### src/logic/adc_chain_defines.svh
`ifndef ADC_CHAIN_DEFINES_SVH
`define ADC_CHAIN_DEFINES_SVH

// number of converter channels and their index width
`define CH_NUM          16
`define CH_W            4
`define CH_IDX_W        5
// converted data width
`define DATA_W          12
// clock period and analogue phase times
`define CLK_PERIOD_NS   5
`define SAMPLE_TIME_NS  30
`define CONV_TIME_NS    60
// width of the conversion phase counter
`define PHASE_CNT_W     8
// state machine codes
`define ST_IDLE_CODE    2'h0
`define ST_NORMAL_CODE  2'h1
`define ST_INJ_CODE     2'h2

`endif

### src/logic/adc_chain_pkg.sv
`default_nettype none
`include "adc_chain_defines.svh"

package adc_chain_pkg;

  // sequencer state codes
  typedef enum logic [1:0] {
    ST_IDLE   = `ST_IDLE_CODE,
    ST_NORMAL = `ST_NORMAL_CODE,
    ST_INJ    = `ST_INJ_CODE
  } seq_state_t;

  // software control and configuration bits
  typedef struct packed {
    logic                normal_chain_start;
    logic                scan_mode;
    logic                cross_trigger_unit;
    logic                dma_enable;
    logic                dma_clear_on_read;
    logic [`CH_NUM-1:0]  normal_mask;
    logic [`CH_NUM-1:0]  inj_mask;
  } chain_cfg_t;

  // full state of the sequencer
  typedef struct packed {
    seq_state_t                      state;
    logic [`CH_W-1:0]                ch;
    logic                            inj_pend;
    logic                            resume;
    logic [`CH_W-1:0]                resume_ch;
    logic                            abort;
    logic                            dma_req;
    logic [`CH_NUM-1:0]              valid;
    logic [`DATA_W-1:0]              rd_data;
    logic [`CH_NUM-1:0][`DATA_W-1:0] result;
  } seq_reg_t;

  // state of the conversion phase timer
  typedef struct packed {
    logic                    busy;
    logic [`PHASE_CNT_W-1:0] cnt;
  } timer_reg_t;

endpackage
`default_nettype wire

### src/logic/conv_phase_timer.sv
`timescale 1ns/10ps
`default_nettype none
`include "adc_chain_defines.svh"

module conv_phase_timer #(
  parameter int SAMPLE_CYC = (`SAMPLE_TIME_NS + `CLK_PERIOD_NS - 1) / `CLK_PERIOD_NS,
  parameter int CONV_CYC   = (`CONV_TIME_NS + `CLK_PERIOD_NS - 1) / `CLK_PERIOD_NS
) (
  // clock and reset
  input  wire logic core_clk_i,
  input  wire logic srst_i,
  // control from the sequencer
  input  wire logic start_i,
  input  wire logic abort_i,
  // phase status
  output logic      busy_o,
  output logic      sampling_o,
  output logic      done_o
);
  import adc_chain_pkg::*;

  localparam logic [`PHASE_CNT_W-1:0] LAST = `PHASE_CNT_W'(SAMPLE_CYC + CONV_CYC - 1);
  localparam logic [`PHASE_CNT_W-1:0] CONV = `PHASE_CNT_W'(CONV_CYC);

  timer_reg_t q;       // registered state
  timer_reg_t next_q;  // next state

  // a start always wins, so the sequencer can abort and relaunch in one cycle
  always_comb begin
    next_q = q;
    if (start_i) begin
      next_q.busy = 1'b1;
      next_q.cnt  = LAST;
    end else if (q.busy) begin
      if (abort_i || q.cnt == '0) begin
        next_q.busy = 1'b0;
      end else begin
        next_q.cnt = q.cnt - 1'b1;
      end
    end
  end

  // state register
  always_ff @(posedge core_clk_i) begin
    if (srst_i) begin
      q <= '0;
    end else begin
      q <= next_q;
    end
  end

  assign busy_o     = q.busy;
  assign sampling_o = q.busy && (q.cnt >= CONV);
  // done must not look at start or abort: the sequencer derives both from done, which would close a loop;
  // the sequencer itself gives an abort in the last cycle priority over the result write
  assign done_o     = q.busy && (q.cnt == '0);

endmodule
`default_nettype wire

### src/logic/adc_chain_abort_control.sv
// Summary of operation
// single abort cancels one, chain continues
// aborted final conversion leaves result untouched
// chain abort stops, writes no data
// injected requests run, then chain resumes
// next scan converts each channel once
// software clears start with chain abort
// dma request held until results read; with dma_clear_on_read off, dma_ack_i withdraws it instead
// software programs at least two conversions
// chain abort bit self-clears when done
`timescale 1ns/10ps
`default_nettype none
`include "adc_chain_defines.svh"

module adc_chain_abort_control #(
  parameter int SAMPLE_CYC = (`SAMPLE_TIME_NS + `CLK_PERIOD_NS - 1) / `CLK_PERIOD_NS,
  parameter int CONV_CYC   = (`CONV_TIME_NS + `CLK_PERIOD_NS - 1) / `CLK_PERIOD_NS
) (
  // clock and reset
  input  wire logic                     core_clk_i,
  input  wire logic                     srst_i,
  // software control
  input  wire adc_chain_pkg::chain_cfg_t cfg_i,
  input  wire logic                     injected_chain_start_i,
  input  wire logic                     inj_timer_trigger_i,
  input  wire logic                     single_abort_i,
  input  wire logic                     chain_abort_set_i,
  // analogue result
  input  wire logic [`DATA_W-1:0]       adc_data_i,
  // result readout and dma
  input  wire logic                     rd_strobe_i,
  input  wire logic [`CH_W-1:0]         rd_ch_i,
  input  wire logic                     dma_ack_i,
  // status
  output logic [`DATA_W-1:0]            rd_data_o,
  output logic [`CH_NUM-1:0]            data_valid_o,
  output logic                          dma_req_o,
  output logic                          chain_abort_request_o,
  output logic                          busy_o,
  output logic                          injected_active_o,
  output logic                          sampling_o,
  output logic [`CH_W-1:0]              cur_ch_o
);
  import adc_chain_pkg::*;

  ////////////////////////////////////////////////////////////////////////////
  // next enabled channel at or above a start index; msb flags a hit
  function automatic logic [`CH_IDX_W-1:0] find_ch(input logic [`CH_NUM-1:0] mask,
                                                   input logic [`CH_IDX_W-1:0] from);
    logic [`CH_IDX_W-1:0] res;
    res = '0;
    for (int i = `CH_NUM - 1; i >= 0; i--) begin
      if (mask[i] && (`CH_IDX_W'(i) >= from)) begin
        res = {1'b1, `CH_W'(i)};
      end
    end
    return res;
  endfunction

  ////////////////////////////////////////////////////////////////////////////
  seq_reg_t             q;          // registered state
  seq_reg_t             next_q;     // next state
  logic                 conv_start; // launch a conversion on next_q.ch
  logic                 conv_abort; // cancel the running conversion
  logic                 conv_done;  // running conversion finished
  logic                 conv_busy;  // timer running
  logic [`CH_IDX_W-1:0] norm_next;  // continuation of the normal chain
  logic [`CH_IDX_W-1:0] norm_cont;  // next enabled normal channel above the current one
  logic [`CH_IDX_W-1:0] norm_first; // first enabled normal channel
  logic [`CH_IDX_W-1:0] inj_next;   // next injected channel
  logic [`CH_IDX_W-1:0] inj_first;  // first injected channel
  logic [`DATA_W-1:0]   cur_result; // stored result of the current channel
  logic                 scan_on;    // scan wrap permitted

  conv_phase_timer #(
    .SAMPLE_CYC (SAMPLE_CYC),
    .CONV_CYC   (CONV_CYC)
  ) u_timer (
    .core_clk_i (core_clk_i),
    .srst_i     (srst_i),
    .start_i    (conv_start),
    .abort_i    (conv_abort),
    .busy_o     (conv_busy),
    .sampling_o (sampling_o),
    .done_o     (conv_done)
  );

  assign cur_result = q.result[q.ch];
  assign scan_on    = cfg_i.normal_chain_start && cfg_i.scan_mode && !cfg_i.cross_trigger_unit;
  assign inj_first  = find_ch(cfg_i.inj_mask, '0);
  assign inj_next   = find_ch(cfg_i.inj_mask, `CH_IDX_W'(q.ch) + 1'b1);
  assign norm_first = find_ch(cfg_i.normal_mask, '0);
  assign norm_cont  = find_ch(cfg_i.normal_mask, `CH_IDX_W'(q.ch) + 1'b1);

  // fresh scan restart
  // wrapping always restarts from the first enabled channel, so nothing repeats
  always_comb begin
    norm_next = norm_cont;
    if (!norm_cont[`CH_W] && scan_on) begin
      norm_next = norm_first;
    end
  end

  ////////////////////////////////////////////////////////////////////////////
  // sequencer next state
  always_comb begin
    next_q     = q;
    conv_start = 1'b0;
    conv_abort = 1'b0;
    // dma withdrawal: on read when clear-on-read is set, else on acknowledge
    // held until read
    if (cfg_i.dma_clear_on_read ? rd_strobe_i : dma_ack_i) begin
      next_q.dma_req = 1'b0;
    end
    if (rd_strobe_i) begin
      next_q.rd_data          = q.result[rd_ch_i];
      next_q.valid[rd_ch_i]   = 1'b0;
    end
    unique case (q.state)
      ST_IDLE: begin
        // abort bit clears
        next_q.abort  = 1'b0;
        next_q.resume = 1'b0;
        if (q.inj_pend) begin
          next_q.inj_pend = 1'b0;
          if (inj_first[`CH_W]) begin
            next_q.state = ST_INJ;
            next_q.ch    = inj_first[`CH_W-1:0];
            conv_start   = 1'b1;
          end
        end else if (cfg_i.normal_chain_start && !q.abort && norm_first[`CH_W]) begin
          next_q.state = ST_NORMAL;
          next_q.ch    = norm_first[`CH_W-1:0];
          conv_start   = 1'b1;
        end
      end
      ST_NORMAL, ST_INJ: begin
        if (q.abort) begin
          // whole chain stops
          // the result write below is skipped, the register keeps old data
          conv_abort    = 1'b1;
          next_q.state  = ST_IDLE;
          next_q.resume = 1'b0;
          // abort bit clears
          next_q.abort  = 1'b0;
        end else if (single_abort_i || conv_done) begin
          // discard aborted result
          // only a finished conversion writes, even for the last channel
          if (conv_done && !single_abort_i) begin
            next_q.result[q.ch] = adc_data_i;
            next_q.valid[q.ch]  = 1'b1;
            next_q.dma_req      = next_q.dma_req | cfg_i.dma_enable;
          end
          conv_abort = single_abort_i;
          if (q.state == ST_INJ) begin
            if (inj_next[`CH_W]) begin
              next_q.ch  = inj_next[`CH_W-1:0];
              conv_start = 1'b1;
            end else if (q.resume) begin
              // chain resumes
              next_q.state  = ST_NORMAL;
              next_q.ch     = q.resume_ch;
              next_q.resume = 1'b0;
              conv_start    = 1'b1;
            end else begin
              next_q.state = ST_IDLE;
            end
          end else if (q.inj_pend && inj_first[`CH_W]) begin
            // injected preempts chain
            // the normal continuation is parked and picked up afterwards
            next_q.inj_pend  = 1'b0;
            next_q.state     = ST_INJ;
            next_q.ch        = inj_first[`CH_W-1:0];
            next_q.resume    = norm_next[`CH_W];
            next_q.resume_ch = norm_next[`CH_W-1:0];
            conv_start       = 1'b1;
          end else if (norm_next[`CH_W]) begin
            // chain continues
            next_q.ch  = norm_next[`CH_W-1:0];
            conv_start = 1'b1;
          end else begin
            next_q.state = ST_IDLE;
          end
        end
      end
      default: begin
        next_q.state = ST_IDLE;
      end
    endcase
    // events arriving now win over any clear above
    if (injected_chain_start_i || inj_timer_trigger_i) begin
      next_q.inj_pend = 1'b1;
    end
    if (chain_abort_set_i) begin
      next_q.abort = 1'b1;
    end
  end

  // state register
  always_ff @(posedge core_clk_i) begin
    if (srst_i) begin
      q <= '0;
    end else begin
      q <= next_q;
    end
  end

  assign rd_data_o             = q.rd_data;
  assign data_valid_o          = q.valid;
  assign dma_req_o             = q.dma_req;
  assign chain_abort_request_o = q.abort;
  assign busy_o                = (q.state != ST_IDLE);
  assign injected_active_o     = (q.state == ST_INJ);
  assign cur_ch_o              = q.ch;
endmodule
`default_nettype wire

### config.mk
export PLATFORM = sky130hd
export DESIGN_NAME = adc_chain_abort_control
export DESIGN_NICKNAME = d
export VERILOG_FILES = /design/src/logic/adc_chain_pkg.sv /design/src/logic/conv_phase_timer.sv /design/src/logic/adc_chain_abort_control.sv
export VERILOG_INCLUDE_DIRS = /design/src /design/src/logic
export SDC_FILE = /design/constraint.sdc
export NUM_CORES = 1
export LEC_CHECK = 0
export ABC_CLOCK_PERIOD_IN_PS = 4100
export BUFFER_PORTS_ARGS = -buffer_cell sky130_fd_sc_hd__buf_2
export CAP_MARGIN = 30
export CORE_UTILIZATION = 40
export CTS_BUF_LIST = sky130_fd_sc_hd__clkbuf_2 sky130_fd_sc_hd__clkbuf_4 sky130_fd_sc_hd__clkbuf_8
export DETAILED_ROUTE_END_ITERATION = 12
export HOLD_SLACK_MARGIN = 0.02
export SLEW_MARGIN = 20
export SYNTH_ARGS = -nofsm -noshare
export SYNTH_HDL_FRONTEND = slang
export SYNTH_SLANG_ARGS = --single-unit
### constraint.sdc
create_clock -name core_clk_i -period 4.1 [get_ports core_clk_i]
set_input_delay 0.82 -clock core_clk_i [delete_from_list [all_inputs] [get_ports core_clk_i]]
set_output_delay 0.82 -clock core_clk_i [all_outputs]
set_load 0.005 [all_outputs]
Word level (Yosys, flattened, before mapping)
Index checks and enable logic that the tools add are counted.
- add/subtract/negate cells: 2
- order comparisons: 21
- equality and inequality tests: 17
- muxes and demuxes: 124
- bitwise logic cells: 7
- reductions and logical operators: 68
- operator list (operator ; count):
    $mux 5 ; 66
    $bwmux 192 ; 1
    $mux 17 ; 4
    $bmux 12 s4 ; 1
    $demux 12 s4 ; 1
    $logic_and 1x1->1 ; 43
    $ge 4x5->1 const A ; 8
    $mux 12 ; 3
    $mux 6 ; 6
    $mux 28 ; 1
    $mux 1 ; 26
    $ne 3x3->1 const B ; 7
    $ge 3x5->1 const A ; 4
    $mux 9 ; 2
    $and 16x16->16 ; 1
    $mux 4 ; 4
    $ne 4x4->1 const B ; 4
    $not 16->16 ; 1
    $or 16x16->16 ; 1
    $reduce_and 5->1 ; 3
    $pmux 6 s2 ; 1
    $ge 1x5->1 const A ; 2
    $ge 2x5->1 const A ; 2
    $lt 4x5->1 const B ; 2
    26 further kinds ; 45
- bits in registers: 243
- output and inout bits: 37
- logic and storage cells: 267

Depth between registers and ports, before layout
- depth in word-level cells: 30
- mapped depth: 15
- mapped depth without buffers: 11

By module
Synthesis repeated with hierarchy kept, for this count alone.
- cells, all modules: 1548
- area, all modules: 12580.8 µm²
- by module, submodules not included (module ; instances ; cells an instance ; area each (µm²) ; seq. area each (µm²)):
    adc_chain_abort_control ; 1 ; 1483 ; 12007.8 ; 4684.5
    conv_phase_timer ; 1 ; 65 ; 573.0 ; 180.2

Worst setup path before layout
OpenSTA, ideal clock, no wires.
- path kind: register to register
- start: register q, in the netlist cur_ch_o[0]
- end: register q, in the netlist cur_ch_o[1]
- data arrival time: 3.128 ns
- required time: 4.021 ns
- slack: 0.892 ns
- stages on the path, launching flop included: 15
- buffers on the path: 3
- period minus slack after synthesis: 3.208 ns
- path through: dfxtp_1 > buf_2 > buf_4 > inv_1 > ha_1 > buf_2 > o21a_1 > nor2_1 > o31ai_2 > nand3_1 > or4b_4 > o31ai_4 > o22ai_2 > o21a_1 > a211oi_2
- cells in the longest elaborated chain, start to end: 28
- elaborated cells on any way between the ends: 94
- ends and longest elaborated chain (item ; line ; text):
    start, declared ; adc_chain_abort_control.sv:61 ; seq_reg_t q;
    start signal, assigned ; adc_chain_abort_control.sv:204 ; q <= next_q;
    $add 4x1->5 (no line) * ; - ;
    $ge 4x5->1 (no line) ; - ;
    $logic_and 1x1->1 ; adc_chain_abort_control.sv:53 ; if (mask[i] && (`CH_IDX_W'(i) >= from)) begin
    $mux 5 (16 in a row) ; adc_chain_abort_control.sv:53 ;
    $logic_not 1->1 ; adc_chain_abort_control.sv:99 ; if (!norm_cont[`CH_W] && scan_on) begin
    $logic_and 1x1->1 ; adc_chain_abort_control.sv:99 ;
    $mux 5 ; adc_chain_abort_control.sv:99 ;
    $mux 4 ; adc_chain_abort_control.sv:177 ; end else if (norm_next[`CH_W]) begin
    $mux 6 ; adc_chain_abort_control.sv:168 ; end else if (q.inj_pend && inj_first[`CH_W]) begin
    $mux 6 ; adc_chain_abort_control.sv:155 ; if (q.state == ST_INJ) begin
    $mux 12 ; adc_chain_abort_control.sv:146 ; end else if (single_abort_i || conv_done) begin
    $mux 5 ; adc_chain_abort_control.sv:138 ; if (q.abort) begin
    $pmux 6 s2 ; adc_chain_abort_control.sv:119 ; unique case (q.state)
Mark *: on every way between the ends. The rest lies on a longest branch, timed or not. The select of a mux whose other input is x is not followed.
A chain may end at the register's enable or synchronous reset.

Worst setup path in the final report
- start: register q, in the netlist cur_ch_o[1]
- end: register q[233] (netlist bit)
- cells in the longest elaborated chain, start to end: 24
- elaborated cells on any way between the ends: 87
- ends and longest elaborated chain (item ; line):
    $add 4x1->5 (no line) * ; -
    $ge 4x5->1 (no line) ; -
    $logic_and 1x1->1 ; adc_chain_abort_control.sv:53
    $mux 5 (16 in a row) ; adc_chain_abort_control.sv:53
    $logic_not 1->1 ; adc_chain_abort_control.sv:99
    $logic_and 1x1->1 ; adc_chain_abort_control.sv:99
    $mux 5 ; adc_chain_abort_control.sv:99
    $ne 5x5->1 (no line) ; -
    $reduce_and 5->1 (no line) * ; -
Mark *: on every way between the ends. The rest lies on a longest branch, timed or not.

==> out/qor.txt <==
Fill count = 2,961
Largest family of logic cells by synthesized area = simple AND/OR/NAND/NOR gates
Final setup viols = 0
Post-route minimum period = 3600 ps
Top cell type's share of synthesized area = 39.7%
Synth Warn # = 0
Post-synth EDFFs = 0
Clock buffer count from CTS = 42
Crit path to = q[233]
Multi-input logic area = 0.00660 sq mm
Worst slack, placed = 562 ps
Status = complete, no violations
Fin. Hold Viols = 0
Clk root buf = clkbuf_8
P_leak = 4.78 nW
Die X = 177 um
Layout area overhead = 11.3%
Worst skew pair latency = 540 ps
Critical path startpoint = cur_ch_o[1]
Post-Syn Area = 0.0123 sq mm
Skew final = 24.6 ps
R2R Path End = q[233]
Hold Crit Class = reg -> reg
First-pass GRT wire length = 58,100 um
Placed cells = 1,893
Syn Inst Count = 1,524
Async S/R FF share, synth = 0%
Most frequent cells in the layout = nand2_1 (427), a21oi_1 (248), dfxtp_1 (243)
Int Pwr = 4.25 mW
Fin cells = 1,964
Hold Crit Start = q[1]
Vias in the first global route = 10,400
RSZ-0062 raised after global routing = false
Syn Area/Cell = 8.05 sq um
Antenna violations before repair = 4
CTS tree = yes
GRT Residual Overflow = 0
Total core area = 0.0299 sq mm
Combinational Power Share = 24.1%
Total Nets Final = 1,619
Number of synthesized register bits = 243
Critical Path AT = 4000 ps
Synth Area in Adders = 1.12%
Post-Layout Inst Area = 0.0136 sq mm
Slew Viols, Final = 0
Post-synthesis sequential area ratio = 39.7%
Cell Pwr Density = 459 mW/mm^2
GRT Overall Usage = 23.6%
Max-Cap Viols = 0
Post-Synth XOR/XNOR Area = 0.643%
Sw Pwr = 2.02 mW
Setup slack, reg-to-reg = 500 ps
Mux share of post-synthesis cell area = 12.2%
Vias per inst = 5.50
Max Fclk = 0.278 GHz
Resized cells post-CTS = 0
Critical path capture point type = flip-flop
Switching share of power = 32.3%
Largest cells by area after synthesis = dfxtp_1 (40%), nand2_1 (13%), mux4_2 (11%)
DIE AREA = 0.0314 sq mm
ANT nets after route = 0
Placed inst area = 0.0128 sq mm
Worst-path clk slew = 60 ps
FP Rows = 63
Simple-gate share of the synthesized area = 22.2%
Most common cell after layout, fill and taps aside = nand2_1
Clk buf depth = 3
Relative slew slack = 36.8%
Clock sink count = 243
Post-CTS Hold Fix Bufs = 0
# DRC = 0
Final hold slack = 451 ps
Setup ws final = 499 ps
Crit start category = flip-flop
Depth of the worst register-to-register path = 11
Iter 0 DRT Violations = 933
Cell taking the most area after synthesis = dfxtp_1
Critical setup path kind = reg -> reg
Synth Area in Compound Gates = 17.6%
DR WL/cell = 18.6 um
Initial Utilization = 41.1%
DR vias = 10,800
Reg area = 0.00486 sq mm
Register share of total power = 40.0%
Ports = 98
Post-CTS setup buffers = 0
Pin count of the biggest net entering global routing = 111
Routability Congestion = 0.927
Post-synth cell types = 70
Share of cells above drive strength 1 = 17.6%
Data required time of the critical path = 4490 ps
Worst slew pin tran = 935 ps
Reg2reg start = cur_ch_o[1]
WL final = 36,500 um
Die H = 177 um
CP Max Fanout = 21
Max H-tree Level = 2
Crit share post-route = 87.8%
Port buffer count = 97
Detailed Routing Iterations Pass 1 = 5
Main synth FF type = dfxtp_1
Power share of the clock group = 35.8%
DP HPWL = 25,300 um
Max VDD drop = 0.000520 V
Final setup TNS = 0 ps
Final core occ = 45.7%
Syn nets = 1,596
Tot Pwr = 6.27 mW
[area by class of cell]
| class | instances | area share (%) |
|---|---|---|
| Tap cell | 390 | 3.58 |
| Timing Repair Buffer | 130 | 5.60 |
| Antenna cell | 2 | 0.0367 |
| Clock inverter | 6 | 0.495 |
| Sequential cell | 243 | 35.6 |
| Clock buffer | 63 | 5.67 |
| Multi-Input combinational cell | 1108 | 48.4 |
| Inverter | 22 | 0.605 |
[Yosys cell counts, drive strengths merged, types with 2 or more instances]
cell / instances
nand2: 428
a21oi: 248
dfxtp: 243
clkbuf: 102
nor2: 80
mux4: 60
buf: 49
o21ai: 35
nand3: 33
inv: 22
nor3: 21
mux2i: 15
a211oi: 12
ha: 11
nand2b: 11
nor2b: 10
nor4: 10
and2: 9
o31ai: 9
a21boi: 8
and3: 8
nand4: 7
o211ai: 7
xnor2: 7
a21o: 6
a31oi: 5
nand3b: 5
o21a: 5
a311oi: 4
a32oi: 4
o311ai: 4
or2: 4
a221oi: 3
a22oi: 3
o21bai: 3
a221o: 2
a31o: 2
and3b: 2
nor3b: 2
or3: 2
or4: 2
xor2: 2
[power by group through the flow]
| stage | logic (mW) | registers, mW | clock network, mW |
|---|---|---|---|
| after global placement | 1.50 | 2.56 | 0 |
| after detailed placement | 1.49 | 2.56 | 0 |
| final | 1.51 | 2.51 | 2.25 |
| after global routing | 1.66 | 2.52 | 2.41 |
| after CTS | 1.50 | 2.51 | 2.29 |
| after floorplan | 1.12 | 2.53 | 0 |
[per-layer routing]
layer,global-route usage (%),vias up,share of wire (%)
met5,0,-,0.071
met4,7.08,4,2.1
met3,4.10,63,6.0
met2,38.2,301,46
met1,32.0,5147,46
li1,-,5287,-
[flip-flops by register name, indices dropped and copies added, names as in the netlist]
register and count:
dma_req_o 1, chain_abort_request_o 1, rd_data_o 12, u_timer.busy_o 1, data_valid_o 16, cur_ch_o 4, u_timer.q 8, q 200
[worst max-delay path, cell delays in order (launching register included)]
cell,delay [ps]
dfxtp_1,350
buf_4,210
ha_1,570
a21boi_0,500
a21oi_1,200
nor2_2,200
a21oi_1,180
and3_1,310
a311o_1,330
a32oi_1,320
mux2i_1,240
nor2_1,50
[cell families (layout without fill, tap and decap cells)]
group,Yosys count,count (layout)
flip-flops,243,243
other,0,2
XOR/XNOR,9,9
AO/OA/AOI/OAI,373,373
buffers and inverters,173,221
adder cells (fa/ha/maj),11,11
multiplexers,75,75
AND/OR/NAND/NOR,640,640
[worst min-delay path by stage]
stage,endpoint,slack [ps],cells after the start
detailed placement,q[42],440,2
CTS,q[13],450,2
finish,q[1],450,2
floorplan,q[120],430,2
global placement,q[62],440,2
global route,q[129],470,2
No activity file was read; power rests on OpenSTA's default activity.
